File: config.mk
export PLATFORM = sky130hd
export DESIGN_NAME = boot_mode_select
export DESIGN_NICKNAME = d
export VERILOG_FILES = /design/src/hw/boot_sel_pkg.sv /design/src/hw/strap_sync.sv /design/src/hw/boot_mode_select.sv
export VERILOG_INCLUDE_DIRS = /design/src /design/src/hw
export SDC_FILE = /design/constraint.sdc
export NUM_CORES = 1
export LEC_CHECK = 0
export ABC_AREA = 1
export BUFFER_PORTS_ARGS = -buffer_cell sky130_fd_sc_hd__buf_2
export CORE_AREA = 2 2 96 144
export CTS_CLUSTER_SIZE = 24
export DETAILED_ROUTE_END_ITERATION = 10
export DIE_AREA = 0 0 98 146
export GPL_TIMING_DRIVEN = 0
export SYNTH_ARGS = -nofsm -noshare
export SYNTH_HDL_FRONTEND = slang
export SYNTH_SLANG_ARGS = --single-unit
File: constraint.sdc
create_clock -name i_clock -period 2.5 [get_ports i_clock]
set_clock_uncertainty 0.1 [all_clocks]
set_input_delay 0.125 -clock i_clock [delete_from_list [all_inputs] [get_ports i_clock]]
set_output_delay 0.125 -clock i_clock [all_outputs]
set_load 0.1 [all_outputs]
File: src/hw/boot_sel_regs.svh
/*
 * offsets, field positions, encodings and flash word addresses of the boot mode selector.
 * assumes a 16-bit register port and 16-bit flash words.
 */
`ifndef BOOT_SEL_REGS_SVH
`define BOOT_SEL_REGS_SVH

// ---------------------------------------------------------------
// register map
// ---------------------------------------------------------------
`define BOOT_MODE_STATUS_ADDR   16'hFE0A
`define BOOT_SEL_RESULT_ADDR    16'hFE0C
`define ALT_FLAG_BIT            5

// ---------------------------------------------------------------
// strap encodings on port0 low bits 5..4
// ---------------------------------------------------------------
`define STRAP_NORMAL            2'h3
`define STRAP_STD_BOOT          2'h2
`define STRAP_ALT_BOOT          2'h1

// ---------------------------------------------------------------
// flash word addresses (word byte addresses, 24 bits)
// ---------------------------------------------------------------
`define USER_OP0_ADDR           24'h000000
`define USER_OP1_ADDR           24'h001FFC
`define USER_REF_ADDR           24'h001FFE
`define ALT_OP0_ADDR            24'h090000
`define ALT_OP1_ADDR            24'h091FFC
`define ALT_REF_ADDR            24'h091FFE

// ---------------------------------------------------------------
// selective boot word values
// ---------------------------------------------------------------
`define SEL_ALL_ZERO            16'h0000
`define SEL_ALL_ONE             16'hFFFF
`define SEL_UART_ONLY           8'h01
`define SEL_CAN_ONLY            8'h02
`define SEL_BOTH                8'h03

`endif

File: src/hw/boot_sel_pkg.sv
/*
 * types of the boot mode selector.
 * assumes nothing beyond a SystemVerilog compiler.
 */
package boot_sel_pkg;

	// outcome of the reset-time decision
	typedef enum logic [2:0] {
		BOOT_PENDING,
		BOOT_NORMAL,
		BOOT_STANDARD,
		BOOT_ALT_USER,
		BOOT_ALT_ALT,
		BOOT_SELECTIVE,
		BOOT_TEST_LOOP,
		BOOT_TEST_MODE
	} boot_outcome_t;

	// flash read request
	typedef struct packed {
		logic        req;
		logic [23:0] addr;
	} flash_req_t;

	// flash read answer
	typedef struct packed {
		logic        valid;
		logic [15:0] data;
	} flash_rsp_t;

	// register port request
	typedef struct packed {
		logic [15:0] addr;
		logic [15:0] wdata;
		logic        wr;
		logic        rd;
	} reg_req_t;

endpackage

File: src/hw/strap_sync.sv
/*
 * three-stage synchroniser for pin inputs; a change is taken once stages two
 * and three agree.
 * assumes an asynchronous active-low reset and inputs from outside the domain.
 */
`timescale 1ns/10ps

module strap_sync #(
	parameter int unsigned WIDTH = 1
) (
	// clock and reset
	input  wire logic             i_clock,
	input  wire logic             i_nrst,
	// pins
	input  wire logic [WIDTH-1:0] i_async,
	// synchronised value
	output logic      [WIDTH-1:0] o_sync
);

	logic [WIDTH-1:0] s1_q;
	logic [WIDTH-1:0] s2_q;
	logic [WIDTH-1:0] s3_q;
	logic [WIDTH-1:0] out_q;
	logic [WIDTH-1:0] out_d;

	// accept a bit only when the two trailing stages agree
	always_comb begin
		for (int i = 0; i < WIDTH; i++) begin
			out_d[i] = (s2_q[i] == s3_q[i]) ? s2_q[i] : out_q[i];
		end
	end

	// shift chain
	always_ff @(posedge i_clock or negedge i_nrst) begin
		if (!i_nrst) begin
			s1_q  <= '0;
			s2_q  <= '0;
			s3_q  <= '0;
			out_q <= '0;
		end else begin
			s1_q  <= i_async;
			s2_q  <= s1_q;
			s3_q  <= s2_q;
			out_q <= out_d;
		end
	end

	assign o_sync = out_q;

endmodule

File: src/hw/boot_mode_select.sv
/*
 * reset-time boot mode selector: latches the straps at the release of the
 * reset pin, decodes them, runs the flash signature checks and the selective
 * boot decision, and shows the alternate-boot flag in the status register.
 * assumes a flash read port that answers each request with one valid pulse,
 * and strap and reset pins that come from outside the clock domain.
 */
// The strobed register port was left to the implementer.
// Behaviour
// - latch strap bits at reset pin rise
// - straps 11 give normal reset
// - straps 10 start bootstrap, clear alternate indicator
// - straps 01 enter alternate boot via signatures
// - other straps select internal test modes
// - sum operands, invert low byte, compare reference
// - status bit 5 shows alternate boot
// - flag read-only until next reset
// - no signature: 0000 or FFFF means bootstrap
// - low bit0 watches uart, bit1 can
// - 03 both, 01 uart, 02 can, else loop
// - alternate boot left only by reset
`timescale 1ns/10ps
`include "boot_sel_regs.svh"

module boot_mode_select (
	// clock and reset
	input  wire logic                       i_clock,
	input  wire logic                       i_nrst,
	input  wire logic                       i_soft_reset,
	// pins
	input  wire logic                       i_reset_input_pin,
	input  wire logic [1:0]                 i_port0_low_straps,
	// flash read port
	output boot_sel_pkg::flash_req_t        o_flash,
	input  wire boot_sel_pkg::flash_rsp_t   i_flash,
	// register port
	input  wire boot_sel_pkg::reg_req_t     i_reg,
	output logic [15:0]                     o_rdata,
	// decision
	output boot_sel_pkg::boot_outcome_t     o_outcome,
	output logic                            o_done,
	output logic                            o_uart_watch,
	output logic                            o_can_watch,
	output logic                            o_alternate_boot_flag
);

	// ---------------------------------------------------------------
	// types and helpers
	// ---------------------------------------------------------------
	typedef enum logic [3:0] {
		ST_WAIT_PIN,
		ST_DECODE,
		ST_READ_OP0,
		ST_READ_OP1,
		ST_READ_REF,
		ST_CHECK,
		ST_READ_SEL,
		ST_SELECT,
		ST_DONE
	} seq_state_t;

	// signature of two operands
	function automatic logic [15:0] signature(input logic [15:0] a, input logic [15:0] b);
		logic [15:0] sum;
		sum = a + b;
		return {sum[15:8], ~sum[7:0]};
	endfunction

	// flash address of word n of the current check set
	function automatic logic [23:0] set_addr(input logic alt_set, input logic [1:0] n);
		logic [23:0] a;
		a = 24'h000000;
		case (n)
			2'h0: a = alt_set ? `ALT_OP0_ADDR : `USER_OP0_ADDR;
			2'h1: a = alt_set ? `ALT_OP1_ADDR : `USER_OP1_ADDR;
			default: a = alt_set ? `ALT_REF_ADDR : `USER_REF_ADDR;
		endcase
		return a;
	endfunction

	// ---------------------------------------------------------------
	// pin synchronisers
	// ---------------------------------------------------------------
	logic [2:0] pins_sync;

	strap_sync #(
		.WIDTH(3)
	) u_sync (
		.i_clock (i_clock),
		.i_nrst  (i_nrst),
		.i_async ({i_reset_input_pin, i_port0_low_straps}),
		.o_sync  (pins_sync)
	);

	wire logic       pin_level = pins_sync[2];
	wire logic [1:0] straps    = pins_sync[1:0];

	// ---------------------------------------------------------------
	// sequencer state
	// ---------------------------------------------------------------
	seq_state_t                  state_q, state_d;
	logic                        pin_prev_q, pin_prev_d;
	logic [1:0]                  cfg_q, cfg_d;
	logic                        alt_set_q, alt_set_d;
	logic [15:0]                 op0_q, op0_d;
	logic [15:0]                 op1_q, op1_d;
	logic [15:0]                 ref_q, ref_d;
	logic                        req_q, req_d;
	logic [23:0]                 addr_q, addr_d;
	boot_sel_pkg::boot_outcome_t outcome_q, outcome_d;
	logic                        done_q, done_d;
	logic                        uart_q, uart_d;
	logic                        can_q, can_d;
	logic                        alt_flag_q, alt_flag_d;
	logic [15:0]                 rdata_q, rdata_d;

	wire logic pin_rise = pin_level && !pin_prev_q;

	// next state of the reset-time sequence
	always_comb begin
		state_d    = state_q;
		pin_prev_d = pin_level;
		cfg_d      = cfg_q;
		alt_set_d  = alt_set_q;
		op0_d      = op0_q;
		op1_d      = op1_q;
		ref_d      = ref_q;
		req_d      = 1'b0;
		addr_d     = addr_q;
		outcome_d  = outcome_q;
		done_d     = done_q;
		uart_d     = uart_q;
		can_d      = can_q;
		alt_flag_d = alt_flag_q;
		case (state_q)
			ST_WAIT_PIN: begin
				if (pin_rise) begin
					cfg_d   = straps;
					state_d = ST_DECODE;
				end
			end
			ST_DECODE: begin
				alt_set_d = 1'b0;
				case (cfg_q)
					`STRAP_NORMAL: begin
						outcome_d = boot_sel_pkg::BOOT_NORMAL;
						state_d   = ST_DONE;
					end
					`STRAP_STD_BOOT: begin
						outcome_d  = boot_sel_pkg::BOOT_STANDARD;
						alt_flag_d = 1'b0;
						state_d    = ST_DONE;
					end
					`STRAP_ALT_BOOT: begin
						alt_flag_d = 1'b1;
						req_d      = 1'b1;
						addr_d     = set_addr(1'b0, 2'h0);
						state_d    = ST_READ_OP0;
					end
					default: begin
						outcome_d = boot_sel_pkg::BOOT_TEST_MODE;
						state_d   = ST_DONE;
					end
				endcase
			end
			ST_READ_OP0: begin
				if (i_flash.valid) begin
					op0_d   = i_flash.data;
					req_d   = 1'b1;
					addr_d  = set_addr(alt_set_q, 2'h1);
					state_d = ST_READ_OP1;
				end
			end
			ST_READ_OP1: begin
				if (i_flash.valid) begin
					op1_d   = i_flash.data;
					req_d   = 1'b1;
					addr_d  = set_addr(alt_set_q, 2'h2);
					state_d = ST_READ_REF;
				end
			end
			ST_READ_REF: begin
				if (i_flash.valid) begin
					ref_d   = i_flash.data;
					state_d = ST_CHECK;
				end
			end
			ST_CHECK: begin
				if (signature(op0_q, op1_q) == ref_q) begin
					outcome_d = alt_set_q ? boot_sel_pkg::BOOT_ALT_ALT
					                      : boot_sel_pkg::BOOT_ALT_USER;
					state_d   = ST_DONE;
				end else if (!alt_set_q) begin
					alt_set_d = 1'b1;
					req_d     = 1'b1;
					addr_d    = set_addr(1'b1, 2'h0);
					state_d   = ST_READ_OP0;
				end else begin
					req_d   = 1'b1;
					addr_d  = `USER_OP1_ADDR;
					state_d = ST_READ_SEL;
				end
			end
			ST_READ_SEL: begin
				if (i_flash.valid) begin
					op1_d   = i_flash.data;
					state_d = ST_SELECT;
				end
			end
			ST_SELECT: begin
				state_d = ST_DONE;
				if (op1_q == `SEL_ALL_ZERO || op1_q == `SEL_ALL_ONE) begin
					outcome_d = boot_sel_pkg::BOOT_STANDARD;
				end else begin
					case (op1_q[7:0])
						`SEL_BOTH: begin
							outcome_d = boot_sel_pkg::BOOT_SELECTIVE;
							uart_d    = 1'b1;
							can_d     = 1'b1;
						end
						`SEL_UART_ONLY: begin
							outcome_d = boot_sel_pkg::BOOT_SELECTIVE;
							uart_d    = 1'b1;
						end
						`SEL_CAN_ONLY: begin
							outcome_d = boot_sel_pkg::BOOT_SELECTIVE;
							can_d     = 1'b1;
						end
						default: outcome_d = boot_sel_pkg::BOOT_TEST_LOOP;
					endcase
				end
			end
			ST_DONE: begin
				done_d = 1'b1;
			end
			default: state_d = ST_WAIT_PIN;
		endcase
	end

	// sequence registers; software reset restarts the decision and clears the flag
	always_ff @(posedge i_clock or negedge i_nrst) begin
		if (!i_nrst) begin
			state_q    <= ST_WAIT_PIN;
			pin_prev_q <= 1'b1;
			cfg_q      <= 2'h0;
			alt_set_q  <= 1'b0;
			op0_q      <= 16'h0000;
			op1_q      <= 16'h0000;
			ref_q      <= 16'h0000;
			req_q      <= 1'b0;
			addr_q     <= 24'h000000;
			outcome_q  <= boot_sel_pkg::BOOT_PENDING;
			done_q     <= 1'b0;
			uart_q     <= 1'b0;
			can_q      <= 1'b0;
			alt_flag_q <= 1'b0;
		end else if (i_soft_reset) begin
			state_q    <= ST_DECODE;
			pin_prev_q <= pin_level;
			cfg_q      <= cfg_q;
			alt_set_q  <= 1'b0;
			op0_q      <= 16'h0000;
			op1_q      <= 16'h0000;
			ref_q      <= 16'h0000;
			req_q      <= 1'b0;
			addr_q     <= 24'h000000;
			outcome_q  <= boot_sel_pkg::BOOT_PENDING;
			done_q     <= 1'b0;
			uart_q     <= 1'b0;
			can_q      <= 1'b0;
			alt_flag_q <= 1'b0;
		end else begin
			state_q    <= state_d;
			pin_prev_q <= pin_prev_d;
			cfg_q      <= cfg_d;
			alt_set_q  <= alt_set_d;
			op0_q      <= op0_d;
			op1_q      <= op1_d;
			ref_q      <= ref_d;
			req_q      <= req_d;
			addr_q     <= addr_d;
			outcome_q  <= outcome_d;
			done_q     <= done_d;
			uart_q     <= uart_d;
			can_q      <= can_d;
			alt_flag_q <= alt_flag_d;
		end
	end

	// ---------------------------------------------------------------
	// register port
	// ---------------------------------------------------------------
	// read data one cycle after the strobe; writes change nothing
	always_comb begin
		rdata_d = 16'h0000;
		if (i_reg.rd) begin
			case (i_reg.addr)
				`BOOT_MODE_STATUS_ADDR: rdata_d[`ALT_FLAG_BIT] = alt_flag_q;
				`BOOT_SEL_RESULT_ADDR:  rdata_d = {8'h00, done_q, can_q, uart_q,
				                                   2'h0, outcome_q};
				default:                rdata_d = 16'h0000;
			endcase
		end
	end

	always_ff @(posedge i_clock or negedge i_nrst) begin
		if (!i_nrst) begin
			rdata_q <= 16'h0000;
		end else begin
			rdata_q <= rdata_d;
		end
	end

	// ---------------------------------------------------------------
	// outputs
	// ---------------------------------------------------------------
	assign o_flash.req           = req_q;
	assign o_flash.addr          = addr_q;
	assign o_rdata               = rdata_q;
	assign o_outcome             = outcome_q;
	assign o_done                = done_q;
	assign o_uart_watch          = uart_q;
	assign o_can_watch           = can_q;
	assign o_alternate_boot_flag = alt_flag_q;
endmodule

==> flow_summary.yaml, run 1 <==
worst_setup_path:
  worst_ep_required_time_ps: 2640
  cpPeakStageDelay_ps: 550
  path_class: "flip-flop to flip-flop"
  r2r-end: "state_q[1]"
  end_kind: "flip-flop"
  worstPathCellList: "ha_4, inv_2, fa_2, xnor2_2, nand2_1, nor2_2, nand3_2, nor2_4, nand3_2, nor2_4, nand4_4, nand2_4, nand3_2, nand2_1, nand2_1"
  start_kind: "flip-flop"
  cp.arrival_ps: 2740
  cp_slowest_cell: "fa_2"
  rr_startpoint: "op0_q[0]"
  critPathLaunch: "op0_q[0]"
  worstRegToRegCells: 15
  r2r_slack_ps: -100
  crit_path_max_fanout: 5
  endpoint: "state_q[1]"
layout:
  final_cells: 907
  multi_input_area_um2: 2530
  finish.utilization_pct: 48.7
  regArea_um2: 2130
  nets: 816
  diodes: 0
  design_area_um2: 6310
  area_growth_pct: 23.8
  drive_gt1_share_pct: 25.9
  nFillCells: 1305
synthesis:
  synth_top_family_by_area: "simple AND/OR/NAND/NOR gates"
  synth_compound_area_share_pct: 6.26
  synth.top_cell.area_share_pct: 41.2
  synth_xor_area_share_pct: 2.58
  synth_top_area_cell: "dfrtp_1"
  synth.area.top_cells: "dfrtp_1 (41%), nand2_1 (11%), inv_1 (7.0%)"
  synth-main-ff-cell: "dfrtp_1"
  syn-cell-area_um2: 5100
  synth_cells: 632
  synthMuxAreaShare_pct: 6.18
  synth_edf_count: 0
  synthSimpleGateAreaFrac_pct: 25.8
  yosysMostFrequentCell: "nand2_1"
  yosysWarnings: 0
  synth_cell_type_count: 41
  ys_seq_area_share_pct: 41.7
  synth-async-reset-ratio_pct: 100
  synth_adder_area_share_pct: 4.66
  yosys-top-cells-count: "nand2_1 (155), inv_1 (95), dfrtp_1 (84), nor2_1 (56), buf_4 (34)"
  avgSynthCellArea_um2: 8.07
  ys_seq_elements: 85
power:
  cellLeakagePower_nw: 3.39
  p_per_area_nw_per_um2: 792
  worst_ir_drop_vdd_v: 0.000287
die:
  dieArea_um2: 14300
  die_y_um: 146
  initial_core_util_pct: 39.4
  core_um2: 13000
  die_w_um: 98
  core.rowCount: 51
  ios: 105
drt:
  dr.pass1.iters: 5
  ant_nets: 0
  drt-vias-per-instance: 4.87
  drt_iter0_markers: 292
  post-route-drc-count: 0
  finalWirelength_um: 13400
  wl_per_cell_um: 14.8
  vias: 4420
timing:
  slew_viol_final: 0
  fin_crit_ps: 2600
  min_period_over_period_pct: 104
  final_hold_viol_count: 0
  max_freq_ghz: 0.385
  tightest_slew_ps: 631
  whs_ps: 3.07
  rsz0062_at_grt: "true"
  finalSetupViolations: 11
  worst_slack_ps: -99.7
  timing.slew.headroom_pct: 57.9
clocking:
  cts-root-buf: "clkbuf_16"
  htreeDepth: 3
  insertion_delay_ps: 350
  clk_pin_slew_ps: 70
  cts.sinks: 85
  cts_buffers: 9
  cts_tree: "built"
  cts.path.max_buffers: 2
place:
  portBuffers: 66
  dp_cells: 877
  place_congestion: 0.933
  placed_area_um2: 5730
  pre_cts_slack_ps: -385
  hpwl_um: 10200
global_routing:
  grt_usage_pct: 19.3
  grt_pass1_wl_um: 21900
  grt_pass1_vias: 4591
  grt_overflow_total: 0
  grt_max_degree: 47
  antenna_found_initial: 0
outcome:
  violations: "setup timing"
  status: "finished, violations left"
flow_run:
  cap_violations: 0
hold_path:
  worst_hold_path_type: "input pin to flip-flop"
sequential cells by signal (all words and copies together) (netlist names), 3 cells and up:
| register | flops |
|---|---|
| op0_q | 16 |
| u_sync.s1_q | 3 |
| u_sync.o_sync | 3 |
| u_sync.s2_q | 3 |
| state_q | 4 |
| o_rdata | 6 |
| o_outcome | 3 |
| op1_q | 16 |
| ref_q | 16 |
| addr_q | 3 |
| u_sync.s3_q | 3 |
layout make-up:
cell class	count	area share (%)
well taps	159	3.15
inverters	98	5.83
multi-input cells	428	40.0
flip-flops and latches	85	33.8
clock inverters	7	1.55
plain buffers	41	4.48
repair buffers	80	7.67
clock buffers	9	3.57
cells in the final DEF (no fill, tap or decap), types with 9 or more instances in the layout:
cell type,n
buf_4,38
dlygate4sd3_1,9
mux2_2,28
nand4_1,23
o21ai_0,21
clkbuf_16,9
ha_1,12
inv_1,93
nand3_1,23
buf_2,66
dfrtp_1,81
nand2_1,149
xor2_1,9
a21oi_1,18
conb_1,20
nor2_1,54
through the flow:
step	total power, W	TNS (ps)
floorplan	0.00308	0
global placement	0.00344	-3210
detailed placement	0.00348	-3640
CTS	0.00498	-1320
global route	0.00528	-2290
finish	0.00500	-687
worst min-delay path by stage:
stage | start | to | slack, ps | cells after the start
floorplan | i_nrst | addr_q[12] | -270 | 0
finish | i_flash[2] | op1_q[2] | 3 | 5
global route | i_flash[2] | op1_q[2] | 40 | 5
detailed placement | i_nrst | op0_q[5] | 60 | 1
CTS | i_flash[2] | op1_q[2] | 4 | 5
global placement | i_port0_low_straps[1] | u_sync.s1_q[1] | 130 | 1
layer usage:
| metal | track usage, % | share of wire [%] | up-vias | routed length [µm] |
|---|---|---|---|---|
| met5 | 0 | 0 | - | 0 |
| met4 | 10.4 | 4.2 | 0 | 564 |
| met3 | 2.83 | 3.8 | 33 | 514 |
| met2 | 36.4 | 54 | 125 | 7300 |
| met1 | 20.1 | 38 | 2063 | 5040 |
| li1 | - | - | 2199 | - |
critical path: cells and delay by family, from the launching register on:
kind                       cells  cell delay (ps)
and+or+nand+nor               11             1140
adders and majority gates      2              710
DFF                            1              400
xor gates and xnor gates       1              110
buffers and inverters          1               40
cell families after synthesis:
group                      Yosys count
DFF                                 85
and+or+nand+nor                    293
AOI/OAI and AO/OA                   52
adders and majority gates           19
xor gates and xnor gates            15
muxes                               28
other                                1
buffers and inverters              139
where the power goes:
group	total [W]	internal, W	switching [W]
clock network	0.00146	0.000880	0.000583
registers	0.00169	0.00154	0.000149
logic	0.00185	0.000514	0.00134
total	0.00500	0.00293	0.00207
what timing repair did:
action / 4_1_cts / 5_1_grt
resized for setup: 11 / 22
cloned: 1 / 0
hold buffers: 9 / 0
hold endpoints to repair: 45 / 0
pin swaps: 12 / 16
setup endpoints to repair: 15 / 11
setup buffers: 4 / 0
No activity file was read; power rests on OpenSTA's default activity.
==> run 2, diff against run 1 <==
--- a/config.mk
+++ b/config.mk
@@ -8,11 +8,12 @@
 export LEC_CHECK = 0
 export ABC_AREA = 1
 export BUFFER_PORTS_ARGS = -buffer_cell sky130_fd_sc_hd__buf_2
-export CORE_AREA = 2 2 96 144
+export CORE_AREA = 2 2 99 149
 export CTS_CLUSTER_SIZE = 24
 export DETAILED_ROUTE_END_ITERATION = 10
-export DIE_AREA = 0 0 98 146
+export DIE_AREA = 0 0 101 151
 export GPL_TIMING_DRIVEN = 0
 export SYNTH_ARGS = -nofsm -noshare
 export SYNTH_HDL_FRONTEND = slang
+export SYNTH_HIERARCHICAL = 1
 export SYNTH_SLANG_ARGS = --single-unit
==> constraint.sdc (replaced) <==
create_clock -name i_clock -period 2.5 [get_ports i_clock]
set_clock_uncertainty 0.1 [all_clocks]
set_input_delay 0.25 -clock i_clock [delete_from_list [all_inputs] [get_ports i_clock]]
set_output_delay 0.25 -clock i_clock [all_outputs]
set_load 0.1 [all_outputs]
==> flow_summary.yaml, run 2 <==
layout:
  largest_registers: "op0_q: 16 flops, op1_q: 16 flops, ref_q: 16 flops"
  multi_input_area_um2: 2840
  nets: 896
  mostFrequentLayoutCells: "nand2_1 (166), inv_1 (111), dfrtp_1 (83)"
  regArea_um2: 2130
  drive_gt1_share_pct: 29.0
  final_common_cell: "nand2_1"
  area_growth_pct: 21.2
  diodes: 0
  nFillCells: 1401
  finish.utilization_pct: 48.0
worst_setup_path:
  rr_startpoint: "op0_q[0]"
  end_kind: "flip-flop"
  worst_ep_required_time_ps: 2640
  cpPeakStageDelay_ps: 540
  cp.arrival_ps: 2740
  r2r-end: "state_q[1]"
  r2r_slack_ps: -90
  worstRegToRegCells: 16
  start_kind: "flip-flop"
  worstPathCellList: "ha_4, inv_2, fa_2, or2_4, nand3_4, nor2_4, buf_4, nand3_2, nor2_4, nand3_2, nor2_4, nand3_4, nand2_4, nand3_2, nand2_2, nand2_1"
  cp_slowest_cell: "fa_2"
  path_class: "flip-flop to flip-flop"
  crit_path_max_fanout: 5
synthesis:
  yosysMostFrequentCell: "nand2_1"
  ys_seq_elements: 85
  synth.top_cell.area_share_pct: 38.1
  syn-cell-area_um2: 5510
  yosys-top-cells-count: "nand2_1 (172), inv_1 (113), dfrtp_1 (84), nor2_1 (52), nand3_1 (36)"
  synth-async-reset-ratio_pct: 100
  ys_seq_area_share_pct: 38.6
  synth_edf_count: 0
  synth.area.top_cells: "dfrtp_1 (38%), nand2_1 (12%), inv_1 (7.7%)"
  synth_cells: 715
  synth-main-ff-cell: "dfrtp_1"
  synth_top_area_cell: "dfrtp_1"
  synth_cell_type_count: 47
  avgSynthCellArea_um2: 7.71
  yosysWarnings: 6
timing:
  whs_ps: 79.1
  tightest_slew_ps: 557
  rsz0062_at_grt: "true"
  fin_crit_ps: 2590
  max_freq_ghz: 0.386
  timing.slew.headroom_pct: 62.9
  final_hold_viol_count: 0
  worst_slack_ps: -91.7
  min_period_over_period_pct: 104
  finalSetupViolations: 11
  slew_viol_final: 0
drt:
  wl_per_cell_um: 14.4
  drt_iter0_markers: 205
  dr.pass1.iters: 5
  ant_nets: 0
  finalWirelength_um: 14300
  drt-vias-per-instance: 4.82
  vias: 4790
  post-route-drc-count: 0
global_routing:
  grt_pass1_wl_um: 22900
  grt_pass1_vias: 4646
  grt_max_degree: 72
  grt_usage_pct: 19.6
  grt_overflow_total: 0
  antenna_found_initial: 0
outcome:
  status: "finished, violations left"
  violations: "setup timing"
die:
  core.rowCount: 53
  core_um2: 13900
  ios: 105
  initial_core_util_pct: 39.6
  die_w_um: 101
  die_y_um: 151
  dieArea_um2: 15300
flow_run:
  cap_violations: 0
clocking:
  insertion_delay_ps: 350
  cts_tree: "built"
  cts-root-buf: "clkbuf_16"
  htreeDepth: 3
  cts.sinks: 85
  cts.path.max_buffers: 2
  clk_pin_slew_ps: 70
  cts_buffers: 9
power:
  p_per_area_nw_per_um2: 748
  worst_ir_drop_vdd_v: 0.000325
  cellLeakagePower_nw: 3.59
place:
  portBuffers: 67
  place_congestion: 0.939
  hpwl_um: 11200
hold_path:
  worst_hold_path_type: "input pin to flip-flop"
  hold_start: "i_reg[24]"
  holdPathEnd: "o_rdata[5]"
  whs_path_depth: 4
-- run 2: cell type report --
type                       count  area share [%]
timing repair buffer          78            6.74
inverter                     123            6.91
buffer                        42            4.29
multi-input combinational    484            42.5
sequential                    85            31.9
tap                          165            3.09
clock inverter                 7            1.18
clock buffer                   9            3.37
-- run 2: cells by family (layout without fill, tap and decap cells) --
group | count (synthesis) | after routing | synth area share, %
adder cells (fa/ha/maj) | 16 | 16 | 3.77
other | 1 | 20 | 0.0681
flip-flops | 85 | 85 | 38.6
buffers and inverters | 165 | 259 | 13.6
AO/OA/AOI/OAI | 61 | 61 | 6.36
AND/OR/NAND/NOR | 348 | 348 | 30.2
multiplexers | 26 | 26 | 5.31
XOR/XNOR | 13 | 13 | 2.07
-- run 2: how the worst max path moves through the flow --
stage	startpoint	to	slack (ps)	depth (start not counted)
after global placement	op1_q[0]	addr_q[16]	-560	17
final	op0_q[0]	state_q[1]	-90	16
after detailed placement	op1_q[0]	addr_q[1]	-560	17
after global routing	op0_q[0]	addr_q[16]	-230	16
after CTS	op0_q[0]	addr_q[1]	-150	15
after floorplan	op1_q[0]	o_outcome[0]	80	17
-- run 2: worst max-delay path: cells and delay by family, from the launching register on --
kind,cells,cell delay [ps]
fa+ha+maj,2,690
flops,1,400
buf+inv,2,160
simple gates,12,1150
-- run 2: what timing repair did --
item,4_1_cts,5_1_grt
hold buffers,4,0
pin swaps,13,9
setup endpoints to repair,11,11
buffers inserted,6,0
resized for setup,24,13
hold endpoints to repair,17,0
-- run 2: power by group --
part	total (W)	internal (W)	switching, W
sequential	0.00169	0.00154	0.000157
combinational	0.00195	0.000571	0.00138
clock	0.00135	0.000708	0.000642
total	0.00500	0.00282	0.00218
-- run 2: stage by stage --
step	power [W]	instances	cell area (µm²)	setup WS (ps)	setup TNS [ps]
finish	0.00500	993	6680	-91.7	-762
global route	0.00530	993	6680	-231	-1900
CTS	0.00501	993	6630	-150	-1150
detailed placement	0.00359	967	6150	-555	-4770
global placement	0.00357	966	6120	-563	-4790
floorplan	0.00318	734	5580	84.6	0
-- run 2: layer usage --
| layer | share of wire (%) | wire (µm) | global-route usage [%] |
|---|---|---|---|
| met3 | 3.4 | 490 | 3.05 |
| met5 | 0 | 0 | 0 |
| met1 | 40 | 5760 | 22.6 |
| met4 | 5.1 | 732 | 11.2 |
| met2 | 51 | 7280 | 34.2 |
